--- src/shared/dosc_pkg.sv ---
`default_nettype none
package dosc_pkg;
  // Register offsets
  localparam logic [7:0] DOSC_ADDR_SRCSEL = 8'h85;
  localparam logic [7:0] DOSC_ADDR_OSCCTL = 8'h86;
  localparam logic [7:0] DOSC_ADDR_CLKMODE = 8'h8f;
  // Field positions
  localparam int DOSC_BIT_SRC = 0;
  localparam int DOSC_BIT_PEN = 0;
  localparam int DOSC_BIT_SEN = 1;
  localparam int DOSC_BIT_T0SUB = 2;
  localparam int DOSC_BIT_UNDIV = 0;
  // Reset values before the fuse load
  localparam logic DOSC_RST_BIT = 1'b0;
  localparam logic [7:0] DOSC_RD_ZERO = 8'h00;
  // Timer 0 sub-clock divider, 128 = 2**7
  localparam int DOSC_T0DIV_W = 7;
  localparam logic [DOSC_T0DIV_W-1:0] DOSC_T0DIV_ONE = 7'h01;

  typedef struct packed {
    logic timer0_subclock_select;
    logic secondary_osc_enable;
    logic primary_osc_enable;
  } dosc_ctrl_t;

  typedef struct packed {
    logic primary_run;
    logic secondary_run;
    logic secondary_pins_free;
  } dosc_osc_t;
endpackage
`default_nettype wire

--- src/core/dosc_switch.sv ---
`default_nettype none
module dosc_switch
  import dosc_pkg::*;
(
  input wire logic sys_clk,
  input wire logic resetn,
  input wire logic [7:0] reg_addr,
  input wire logic [7:0] reg_wdata,
  input wire logic reg_wr,
  input wire logic reg_rd,
  output logic [7:0] reg_rdata,
  input wire logic osc_select_fuse,
  input wire logic undivided_fuse,
  input wire logic idle_mode,
  input wire logic power_down_mode,
  input wire logic primary_oscillator,
  input wire logic secondary_oscillator,
  input wire logic timer0_count_pin,
  output logic system_clock,
  output logic timer0_count_in,
  output dosc_osc_t osc_status
);

  ////////////////////////////////////////////////////////////////////////////
  // Registers

  logic init_done_q;
  logic src_sel_q;
  logic undiv_q;
  dosc_ctrl_t ctrl_q;
  dosc_ctrl_t wr_ctrl;
  logic low_power;
  logic wr_src;
  logic wr_ctl;
  logic wr_mode;

  assign low_power = idle_mode | power_down_mode;
  assign wr_src = init_done_q & reg_wr & (reg_addr == DOSC_ADDR_SRCSEL);
  assign wr_ctl = init_done_q & reg_wr & (reg_addr == DOSC_ADDR_OSCCTL);
  assign wr_mode = init_done_q & reg_wr & (reg_addr == DOSC_ADDR_CLKMODE);

  // fuse caught on the first edge after release, never in the reset term
  always_ff @(posedge sys_clk or negedge resetn) begin
    if (!resetn) begin
      init_done_q <= DOSC_RST_BIT;
    end else begin
      init_done_q <= 1'b1;
    end
  end

  always_comb begin
    wr_ctrl.timer0_subclock_select = reg_wdata[DOSC_BIT_T0SUB];
    wr_ctrl.primary_osc_enable = reg_wdata[DOSC_BIT_PEN];
    wr_ctrl.secondary_osc_enable = reg_wdata[DOSC_BIT_SEN];
    // active oscillator enable cannot be cleared
    if (src_sel_q) begin
      wr_ctrl.primary_osc_enable = 1'b1;
    end else begin
      wr_ctrl.secondary_osc_enable = 1'b1;
    end
  end

  // enables and select follow the fuse after any reset
  always_ff @(posedge sys_clk or negedge resetn) begin
    if (!resetn) begin
      ctrl_q <= '0;
    end else if (!init_done_q) begin
      ctrl_q.primary_osc_enable <= osc_select_fuse;
      ctrl_q.secondary_osc_enable <= ~osc_select_fuse;
      ctrl_q.timer0_subclock_select <= 1'b0;
    end else if (wr_ctl) begin
      // only software writes move these, wake-up leaves them alone
      ctrl_q <= wr_ctrl;
    end
  end

  always_ff @(posedge sys_clk or negedge resetn) begin
    if (!resetn) begin
      src_sel_q <= DOSC_RST_BIT;
    end else if (!init_done_q) begin
      src_sel_q <= osc_select_fuse;
    end else if (wr_src && !low_power) begin
      // a switch toward a disabled oscillator is dropped
      if (reg_wdata[DOSC_BIT_SRC] ? ctrl_q.primary_osc_enable
                                  : ctrl_q.secondary_osc_enable) begin
        src_sel_q <= reg_wdata[DOSC_BIT_SRC];
      end
    end
  end

  // inverse of fuse at reset, software may rewrite freely
  always_ff @(posedge sys_clk or negedge resetn) begin
    if (!resetn) begin
      undiv_q <= DOSC_RST_BIT;
    end else if (!init_done_q) begin
      undiv_q <= ~undivided_fuse;
    end else if (wr_mode) begin
      undiv_q <= reg_wdata[DOSC_BIT_UNDIV];
    end
  end

  always_ff @(posedge sys_clk or negedge resetn) begin
    if (!resetn) begin
      reg_rdata <= DOSC_RD_ZERO;
    end else if (reg_rd) begin
      unique case (reg_addr)
        DOSC_ADDR_SRCSEL: reg_rdata <= {7'h00, src_sel_q};
        DOSC_ADDR_OSCCTL: reg_rdata <= {5'h00, ctrl_q};
        DOSC_ADDR_CLKMODE: reg_rdata <= {7'h00, undiv_q};
        default: reg_rdata <= DOSC_RD_ZERO;
      endcase
    end else begin
      // Zero outside the answer cycle, so read data from several blocks can be OR-ed
      reg_rdata <= DOSC_RD_ZERO;
    end
  end

  ////////////////////////////////////////////////////////////////////////////
  // Oscillator power

  logic prim_run;
  logic sec_run;

  // power-down stops both; idle keeps enabled ones going
  assign prim_run = ctrl_q.primary_osc_enable & ~power_down_mode;
  assign sec_run = ctrl_q.secondary_osc_enable & ~power_down_mode;

  // a cleared enable powers the source down; a cleared secondary enable also frees the crystal pins
  assign osc_status.primary_run = prim_run;
  assign osc_status.secondary_run = sec_run;
  assign osc_status.secondary_pins_free = ~ctrl_q.secondary_osc_enable;

  ////////////////////////////////////////////////////////////////////////////
  // Glitch-free source handover

  logic prim_q;
  logic sec_q;
  logic prim_fall;
  logic sec_fall;
  logic sec_rise;
  logic pa1_q;
  logic pa2_q;
  logic sb1_q;
  logic sb2_q;
  logic osc_mux;

  always_ff @(posedge sys_clk or negedge resetn) begin
    if (!resetn) begin
      prim_q <= 1'b0;
      sec_q <= 1'b0;
    end else begin
      prim_q <= primary_oscillator & prim_run;
      sec_q <= secondary_oscillator & sec_run;
    end
  end

  assign prim_fall = prim_q & ~(primary_oscillator & prim_run);
  assign sec_fall = sec_q & ~(secondary_oscillator & sec_run);
  assign sec_rise = ~sec_q & secondary_oscillator & sec_run;

  // each gate opens on its own falling edge, only after the other closed
  // two falling edges per source bound the handover
  always_ff @(posedge sys_clk or negedge resetn) begin
    if (!resetn) begin
      pa1_q <= 1'b0;
      pa2_q <= 1'b0;
    end else if (!prim_run) begin
      // A dead source cannot clock its gate shut, so close it directly
      pa1_q <= 1'b0;
      pa2_q <= 1'b0;
    end else if (prim_fall) begin
      pa1_q <= src_sel_q & ~sb2_q;
      pa2_q <= pa1_q & src_sel_q & ~sb2_q;
    end
  end

  always_ff @(posedge sys_clk or negedge resetn) begin
    if (!resetn) begin
      sb1_q <= 1'b0;
      sb2_q <= 1'b0;
    end else if (!sec_run) begin
      sb1_q <= 1'b0;
      sb2_q <= 1'b0;
    end else if (sec_fall) begin
      sb1_q <= ~src_sel_q & ~pa2_q;
      sb2_q <= sb1_q & ~src_sel_q & ~pa2_q;
    end
  end

  // only one gate can be open, so one source reaches the clock
  assign osc_mux = (prim_q & pa2_q) | (sec_q & sb2_q);

  ////////////////////////////////////////////////////////////////////////////
  // Halved clock mode

  logic mux_q;
  logic sys_clk_q;

  always_ff @(posedge sys_clk or negedge resetn) begin
    if (!resetn) begin
      mux_q <= 1'b0;
    end else begin
      mux_q <= osc_mux;
    end
  end

  // toggle on each rising edge for 50% duty, else pass through
  // divider sits after the mux, so both sources see it alike
  always_ff @(posedge sys_clk or negedge resetn) begin
    if (!resetn) begin
      sys_clk_q <= 1'b0;
    end else if (undiv_q) begin
      sys_clk_q <= osc_mux;
    end else if (osc_mux && !mux_q) begin
      sys_clk_q <= ~sys_clk_q;
    end
  end

  assign system_clock = sys_clk_q;

  ////////////////////////////////////////////////////////////////////////////
  // Timer 0 count source

  logic [DOSC_T0DIV_W-1:0] t0div_q;
  logic t0_q;

  // Counts only while the secondary runs, so it freezes in power-down
  always_ff @(posedge sys_clk or negedge resetn) begin
    if (!resetn) begin
      t0div_q <= '0;
    end else if (sec_rise) begin
      t0div_q <= t0div_q + DOSC_T0DIV_ONE;
    end
  end

  // msb of the 7-bit counter is the secondary divided by 128
  always_ff @(posedge sys_clk or negedge resetn) begin
    if (!resetn) begin
      t0_q <= 1'b0;
    end else if (ctrl_q.timer0_subclock_select) begin
      t0_q <= t0div_q[DOSC_T0DIV_W-1];
    end else begin
      t0_q <= timer0_count_pin;
    end
  end

  assign timer0_count_in = t0_q;

  ////////////////////////////////////////////////////////////////////////////
  // Checks

  src_exclusive_a: assert property (@(posedge sys_clk) disable iff (!resetn)
    !(pa2_q && sb2_q)) else $error("both source gates open");

  active_enabled_a: assert property (@(posedge sys_clk) disable iff (!resetn)
    init_done_q |-> (src_sel_q ? ctrl_q.primary_osc_enable
                               : ctrl_q.secondary_osc_enable))
    else $error("active oscillator disabled");

  refuse_switch_a: assert property (@(posedge sys_clk) disable iff (!resetn)
    wr_src && !low_power && (reg_wdata[DOSC_BIT_SRC] != src_sel_q) &&
    !(reg_wdata[DOSC_BIT_SRC] ? ctrl_q.primary_osc_enable
                              : ctrl_q.secondary_osc_enable) |=> $stable(src_sel_q))
    else $error("switch to disabled oscillator taken");

  lowpower_hold_a: assert property (@(posedge sys_clk) disable iff (!resetn)
    low_power && wr_src |=> $stable(src_sel_q)) else $error("select moved in low power");

  fuse_load_a: assert property (@(posedge sys_clk) disable iff (!resetn)
    !init_done_q ##1 init_done_q |-> src_sel_q == $past(osc_select_fuse) &&
    ctrl_q.primary_osc_enable == $past(osc_select_fuse) &&
    ctrl_q.secondary_osc_enable != $past(osc_select_fuse) &&
    !ctrl_q.timer0_subclock_select && undiv_q != $past(undivided_fuse))
    else $error("fuse defaults wrong");

  retain_ctrl_a: assert property (@(posedge sys_clk) disable iff (!resetn)
    init_done_q && !wr_ctl && !wr_src |=> $stable(ctrl_q) && $stable(src_sel_q))
    else $error("control bits changed without a write");

  // Run flags drop at once, the gates are shut one edge later
  pd_stop_a: assert property (@(posedge sys_clk) disable iff (!resetn)
    power_down_mode |-> (!osc_status.primary_run && !osc_status.secondary_run) ##1
    (!pa2_q && !sb2_q)) else $error("oscillator alive in power-down");

  t0_route_a: assert property (@(posedge sys_clk) disable iff (!resetn)
    ##1 timer0_count_in == ($past(ctrl_q.timer0_subclock_select) ?
    $past(t0div_q[DOSC_T0DIV_W-1]) : $past(timer0_count_pin)))
    else $error("timer 0 count source wrong");

  halve_toggle_a: assert property (@(posedge sys_clk) disable iff (!resetn)
    !undiv_q && osc_mux && !mux_q |=> system_clock != $past(system_clock))
    else $error("halved clock missed a toggle");

  pass_through_a: assert property (@(posedge sys_clk) disable iff (!resetn)
    undiv_q |=> system_clock == $past(osc_mux)) else $error("undivided clock not passed");

  select_write_a: assert property (@(posedge sys_clk) disable iff (!resetn)
    wr_src && !low_power && (reg_wdata[DOSC_BIT_SRC] ? ctrl_q.primary_osc_enable
                                                     : ctrl_q.secondary_osc_enable) |=>
    src_sel_q == $past(reg_wdata[DOSC_BIT_SRC])) else $error("legal switch not taken");

  // A stopped source must leave its sampler and gate idle, and a stopped secondary its divider too
  prim_dead_a: assert property (@(posedge sys_clk) disable iff (!resetn)
    !prim_run |=> !prim_q && !pa1_q && !pa2_q) else $error("stopped primary still gated");

  sec_dead_a: assert property (@(posedge sys_clk) disable iff (!resetn)
    !sec_run |=> !sec_q && !sb1_q && !sb2_q && $stable(t0div_q))
    else $error("stopped secondary still active");

  ctrl_write_a: assert property (@(posedge sys_clk) disable iff (!resetn)
    wr_ctl |=> ctrl_q.timer0_subclock_select == $past(reg_wdata[DOSC_BIT_T0SUB]))
    else $error("timer 0 source select not written");

  undiv_write_a: assert property (@(posedge sys_clk) disable iff (!resetn)
    wr_mode |=> undiv_q == $past(reg_wdata[DOSC_BIT_UNDIV]))
    else $error("undivided select not written");

  switch_to_prim_c: cover property (@(posedge sys_clk) disable iff (!resetn)
    !src_sel_q ##1 src_sel_q ##[1:200] pa2_q);
  switch_to_sec_c: cover property (@(posedge sys_clk) disable iff (!resetn)
    src_sel_q ##1 !src_sel_q ##[1:200] sb2_q);
  refused_clear_c: cover property (@(posedge sys_clk) disable iff (!resetn)
    wr_ctl && src_sel_q && !reg_wdata[DOSC_BIT_PEN]);
  pd_wake_c: cover property (@(posedge sys_clk) disable iff (!resetn)
    power_down_mode ##1 !power_down_mode);
  idle_block_c: cover property (@(posedge sys_clk) disable iff (!resetn)
    idle_mode && wr_src && (reg_wdata[DOSC_BIT_SRC] != src_sel_q));

endmodule
`default_nettype wire

--- config.mk ---
export PLATFORM = sky130hd
export DESIGN_NAME = dosc_switch
export DESIGN_NICKNAME = d
export VERILOG_FILES = /design/src/shared/dosc_pkg.sv /design/src/core/dosc_switch.sv
export SDC_FILE = /design/constraint.sdc
export NUM_CORES = 1
export LEC_CHECK = 0
export ABC_AREA = 1
export BUFFER_PORTS_ARGS = -buffer_cell sky130_fd_sc_hd__buf_2
export CORE_AREA = 2 2 76 78
export CTS_BUF_LIST = sky130_fd_sc_hd__clkbuf_8
export DETAILED_ROUTE_END_ITERATION = 7
export DIE_AREA = 0 0 78 80
export GPL_TIMING_DRIVEN = 0
export PLACE_DENSITY_LB_ADDON = 0.3
export SLEW_MARGIN = 20
export SYNTH_ARGS = -nofsm -noshare
export SYNTH_HDL_FRONTEND = slang
export SYNTH_SLANG_ARGS = --single-unit
--- constraint.sdc ---
create_clock -name sys_clk -period 1.4 [get_ports sys_clk]
set_input_delay 0.42 -clock sys_clk [delete_from_list [all_inputs] [get_ports sys_clk]]
set_output_delay 0.42 -clock sys_clk [all_outputs]
set_load 0.01 [all_outputs]
==> flow_metrics.tcl, run 1 <==
set metrics [dict create \
    p_per_area_nw_per_um2 991 \
    hold_violations 0 \
    clk_pin_slew_worst_paths_ns 0.08 \
    overflow 0 \
    grt_pass1_wl_mm 4.38 \
    n_antenna_cell 0 \
    reg2regPathDepth 7 \
    cts_root_buffer "clkbuf_8" \
    fp.dieW_um 78 \
    clk_path_buf_depth 2 \
    skew_ns 0.00142 \
    layout-drive-gt1-share 0.257 \
    first_iter_violations 37 \
    path_class "reg -> out" \
    grt_max_degree 26 \
    drv_slew 0 \
    fin_crit_sh 0.984 \
    end_kind "output port" \
    start_kind "register" \
    clock_sinks 25 \
    required_ns 0.98 \
    antenna_left 0 \
    place_hpwl_mm 1.98 \
    drv_cap 0 \
    rsz0062_at_grt "yes" \
    antenna_found_initial 0 \
    cts_buffers 3 \
    wl_per_cell_um 9.12 \
    tightest_slew_ns 0.566 \
    r2r_end "t0div_q[5]$_DFFE_PN0P_" \
    vias 1083 \
    ioPinCount 40 \
    clock_latency_ns 0.26 \
    grt_pass1_vias 1009 \
    netlist_area_sq_um 1310 \
    place_congestion 0.713 \
    rows 27 \
    final_util 0.311 \
    timing.rr.start "ctrl_q[1]$_DFFE_PN0P_" \
    worst-path-max-fanout 4 \
    firstDrtPassIters 4 \
    ff2ff_setup_slack_ns 0.09 \
    fin_hold_ws_ns 0.138 \
    synth-seq-area-share 0.478 \
    min_period_ns 1.38 \
    nNetsFinal 239 \
    cts_tree "built" \
    maxSlewHeadroom 0.623 \
    wl_mm 2.57 \
    grt.total_usage 0.0895 \
    coreArea_sq_um 5410 \
    drc_errors 0 \
    max_freq_mhz 726 \
    p_leak_nw 0.910 \
    ys_warn_count 0 \
    start_util 0.242 \
    cts_hold_buf 0 \
    synth-seq-cells 25 \
    syn_to_final_growth_pct 28.4 \
    syn_inst 169 \
    io_buffer_count 29 \
    cts_max_level 1 \
    yosysUniqueCellTypes 24 \
    viasPerCell 3.84 \
    cp.arrival_ns 0.96 \
    ir_worst_vdd_mv 0.410 \
    syn_area_per_cell_sq_um 7.75 \
    dieArea_sq_um 6240 \
    finalSetupViolCount 0 \
    status "completed" \
    hold_class "in -> async" \
    dieHeight_um 80 \
]
routing by layer:
layer / wire [um] / GRT usage
met1: 1250 / 0.113
met2: 1170 / 0.147
met4: 16 / 0.0211
met5: 0 / 0
met3: 134 / 0.0317
metrics by stage:
step | power, mW | instances | TNS [ns] | instance area, sq um | setup WS [ns]
floorplan | 1.12 | 173 | 0 | 1330 | 0.226
global placement | 1.22 | 274 | -0.128 | 1560 | -0.0629
detailed placement | 1.23 | 274 | -0.102 | 1560 | -0.0556
CTS | 1.69 | 279 | -0.0210 | 1640 | -0.0125
global route | 1.80 | 282 | -0.0915 | 1680 | -0.0528
finish | 1.67 | 282 | 0 | 1680 | 0.0224
what timing repair did:
item / in CTS / in global routing
setup endpoints to repair: 2 / 5
resized for setup: 9 / 1
endpoints found under the hold margin: 0 / 0
setup buffers: 3 / 3
pin swaps: 2 / 2
registers in the layout, summed over array words and instances, names as in the netlist:
register and cells:
timer0_count_in 1, src_sel_q 1, init_done_q 1, sb2_q 1
sb1_q 1, ctrl_q 3, mux_q 1, sec_q 1
pa2_q 1, t0div_q 7, system_clock 1, prim_q 1
reg_rdata 3, undiv_q 1, pa1_q 1
power breakdown:
group          switching [mW]  internal [mW]
Sequential             0.0662          0.818
Combinational           0.198          0.168
Clock                   0.218          0.199
Total                   0.482           1.18
placed cells by master (no fill, tap or decap), drive strengths merged, types with 3 or more instances in the layout:
cell,count
nand2,43
buf,41
conb,6
inv,33
clkbuf,3
nand3,14
nor3,5
o21ai,11
dfrtp,25
nor2,15
worst max-delay path, cell delays in order (launching register included):
cell,delay [ns]
dfrtp_1,0.39
inv_2,0.07
nor2_4,0.12
buf_6,0.12
synth_stat cells:
master    number  share of area
conb_1         2         0.0057
xnor2_1        2          0.013
nand4_1        2         0.0095
nor2_2         2         0.0095
nand2_1       41           0.12
buf_4          7          0.040
nand3b_1       1         0.0057
o21ai_1        1         0.0038
inv_1         33          0.095
nor3_4         1          0.012
o21a_1         1         0.0057
nand2_2        1         0.0048
o22ai_1        2         0.0095
nor3_1         4          0.015
nand3_1       14          0.053
buf_2          1         0.0038
xor2_1         2          0.013
o21bai_1       1         0.0057
nand2_4        1         0.0086
o21ai_0       10          0.038
ha_1           1         0.0095
and2_1         1         0.0048
dfrtp_1       25           0.48
nor2_1        13          0.037
worst max path at each step:
stage,startpoint,end,slack [ns],depth (start not counted)
2_1_floorplan,power_down_mode,t0div_q[5]$_DFFE_PN0P_,0.23,6
3_3_place_gp,power_down_mode,osc_status[2],-0.06,4
3_5_place_dp,power_down_mode,osc_status[2],-0.06,4
4_1_cts,ctrl_q[0]$_DFFE_PN0P_,osc_status[2],-0.01,3
5_1_grt,ctrl_q[0]$_DFFE_PN0P_,osc_status[2],-0.05,3
6_report,ctrl_q[0]$_DFFE_PN0P_,osc_status[2],0.02,3
cells by family after synthesis:
logic type      synth area share
flops                      0.478
simple gates               0.279
buf+inv                    0.138
other cells              0.00573
compound gates            0.0630
xor+xnor                  0.0267
fa+ha+maj                0.00955
cell type report:
cell class	instances	area, sq um
multi-input combinational	107	526
tap	72	90.1
buffer	6	42.5
fill	600	3720
sequential	25	626
clock inverter	1	5.00
inverter	33	126
clock buffer	3	41.3
timing repair buffer	35	225
Note: power is estimated with default switching activity, not from simulation.
==> run 2: changes to the inputs <==
Settings changed: ABC_AREA 1 to unset, CELL_PAD_IN_SITES_DETAIL_PLACEMENT set to 1, CELL_PAD_IN_SITES_GLOBAL_PLACEMENT set to 1, CORE_AREA 2 2 76 78 to 2 2 73 75, DIE_AREA 0 0 78 80 to 0 0 75 77.
==> flow_metrics.tcl, run 2 <==
set metrics [dict create \
    status "finished, violations left" \
    failed_checks "setup timing" \
    dp_cells 219 \
    netlist_area_sq_um 1220 \
    max_freq_mhz 630 \
    ys_warn_count 0 \
    grt_pass1_wl_mm 5.05 \
    io_buffer_count 29 \
    clock_sinks 25 \
    cts_tree "built" \
    multi_input_area_sq_um 576 \
    wl_met2_mm 1.56 \
    worst-path-max-fanout 7 \
    largest_register "t0div_q" \
    grt_pass1_vias 1120 \
    syn_area_per_cell_sq_um 10.5 \
    cts_root_buffer "clkbuf_8" \
    nNetsFinal 197 \
    ff2ff_setup_slack_ns -0.19 \
    synth_top_area_cell "dfrtp_1" \
    clk_pin_slew_worst_paths_ns 0.08 \
    overflow 0 \
    vias 1011 \
    start_util 0.244 \
    synth_commonest_cells "25 x dfrtp_1, 11 x nor2_1, 8 x buf_4, 7 x nand2_1, 6 x inv_1" \
    final_cells 238 \
    cts_buffers 3 \
    finalSetupViolCount 4 \
    fin_crit_sh 1.13 \
    grt_max_degree 26 \
    synth_top_area_share 0.514 \
    hold_violations 0 \
    hold_class "in -> async" \
    tightest_slew_ns 0.554 \
    ir_worst_vdd_mv 0.342 \
    layout-drive-gt1-share 0.411 \
    maxSlewHeadroom 0.631 \
    wl_per_cell_um 12.7 \
    rsz0062_at_grt "yes" \
    cp.arrival_ns 1.74 \
    required_ns 1.55 \
    largest_register_ffs 7 \
    yosysUniqueCellTypes 33 \
    viasPerCell 4.25 \
    synth_area_leaders "dfrtp_1 51%, buf_4 4.9%, mux2i_1 4.1%" \
    timing.final.ws_setup_ns -0.189 \
    m1WireLength_mm 1.30 \
    synth-edff-count 0 \
    p_leak_nw 0.843 \
    top_layer "met4" \
    coreArea_sq_um 4980 \
    final_common_cell "buf_2" \
    min_period_ns 1.59 \
    first_iter_violations 27 \
    synth-seq-area-share 0.514 \
    cts_hold_buf 0 \
    fillers 584 \
    async_reset_ff_frac 1.00 \
    fin_hold_ws_ns 0.134 \
    place_hpwl_mm 2.19 \
    fp.dieW_um 75 \
    path_class "reg -> reg" \
    drv_cap 0 \
    firstDrtPassIters 4 \
    reg_top3 "t0div_q x7, ctrl_q x3, reg_rdata x3" \
    antenna_found_initial 0 \
    seq_area_sq_um 626 \
    place_congestion 0.739 \
    dieArea_sq_um 5780 \
    start_kind "register" \
    syn_to_final_growth_pct 42.2 \
    layout_common_cells "26 x buf_2, 25 x dfrtp_1, 17 x buf_4, 10 x buf_6, 9 x nor2_1" \
    skew_ns 0.00484 \
    yosysMostFrequentCell "dfrtp_1" \
    synth_flop_cell "dfrtp_1" \
    rows 26 \
    dr_wl_met3_um 115 \
    synth-seq-cells 25 \
    ioPinCount 40 \
    p_per_area_nw_per_um2 942 \
    drc_errors 0 \
    dieHeight_um 77 \
    syn_inst 116 \
    clock_latency_ns 0.26 \
    drv_slew 0 \
    cts_max_level 1 \
    clk_path_buf_depth 2 \
    grt.total_usage 0.113 \
    n_antenna_cell 0 \
    antenna_left 0 \
    end_kind "register" \
    wl_mm 3.02 \
]
-- run 2: cell types whose count changed in the layout (fill, tap and decap cells not counted), sizes merged, moves of 4 or more --
| cell | change |
|---|---|
| buf | +12 |
| inv | -26 |
| mux2i | +5 |
| nand2 | -36 |
| nand2b | +5 |
| nand3 | -14 |
| nor2 | -4 |
| o21ai | -7 |
-- run 2: where the power goes --
part / total, mW / internal, mW / switching (mW)
combinational: 0.340 / 0.190 / 0.150
clock: 0.407 / 0.196 / 0.212
sequential: 0.881 / 0.800 / 0.0814
-- run 2: routing by layer --
layer,vias to the layer above,GRT usage
met3,4,0.0237
met1,489,0.138
met4,0,0.0411
li1,496,-
met5,-,0
met2,22,0.192
-- run 2: cells by family (layout without fill, tap and decap cells) --
family	Yosys count	in the layout	synth area share
AND/OR/NAND/NOR	46	46	0.222
flip-flops	25	25	0.514
buffers and inverters	15	63	0.0710
AO/OA/AOI/OAI	14	14	0.0730
multiplexers	7	7	0.0597
XOR/XNOR	6	6	0.0432
other	2	6	0.00618
adder cells (fa/ha/maj)	1	1	0.0103
-- run 2: path summary, 6_finish.rpt --
check	start	endpoint	cells past startpoint
max	init_done_q$_DFF_PN0_	src_sel_q$_DFFE_PN0P_	5
max in group asynchronous	resetn	reg_rdata[0]$_DFF_PN0_	1
min	resetn	undiv_q$_DFFE_PN0P_	1
max reg2reg	init_done_q$_DFF_PN0_	src_sel_q$_DFFE_PN0P_	5
min in group sys_clk	undivided_fuse	undiv_q$_DFFE_PN0P_	2
min reg2reg	t0div_q[6]$_DFFE_PN0P_	t0div_q[6]$_DFFE_PN0P_	1
-- run 2: what timing repair did --
item | in CTS | in global routing
pin swaps | 4 | 2
setup buffers | 16 | 2
endpoints found under the setup margin | 7 | 14
resized for setup | 19 | 10
-- run 2: area by class of cell --
type / count / area share
Clock inverter: 1 / 0.00217
Sequential cell: 25 / 0.362
Clock buffer: 3 / 0.0239
Tap cell: 70 / 0.0507
Timing Repair Buffer: 45 / 0.175
Buffer: 8 / 0.0391
Multi-Input combinational cell: 80 / 0.333
Inverter: 6 / 0.0145
-- run 2: metrics by stage --
stage	area [sq um]	setup WS (ns)	power, mW	setup TNS, ns	util
after floorplan	1240	-0.182	1.04	-0.182	-
after global placement	1470	-0.393	1.14	-1.88	0.295
after detailed placement	1470	-0.410	1.16	-2.28	0.295
after CTS	1700	-0.208	1.64	-0.387	0.341
after global routing	1730	-0.260	1.73	-0.797	0.347
final	1730	-0.189	1.63	-0.331	0.347
-- run 2: worst max-delay path, cell delays in order, from the launching register on --
cell and delay [ns]:
dfrtp_1 0.35, buf_6 0.12, or4b_4 0.47, nor4_4 0.18, a21oi_1 0.11, a221o_1 0.26
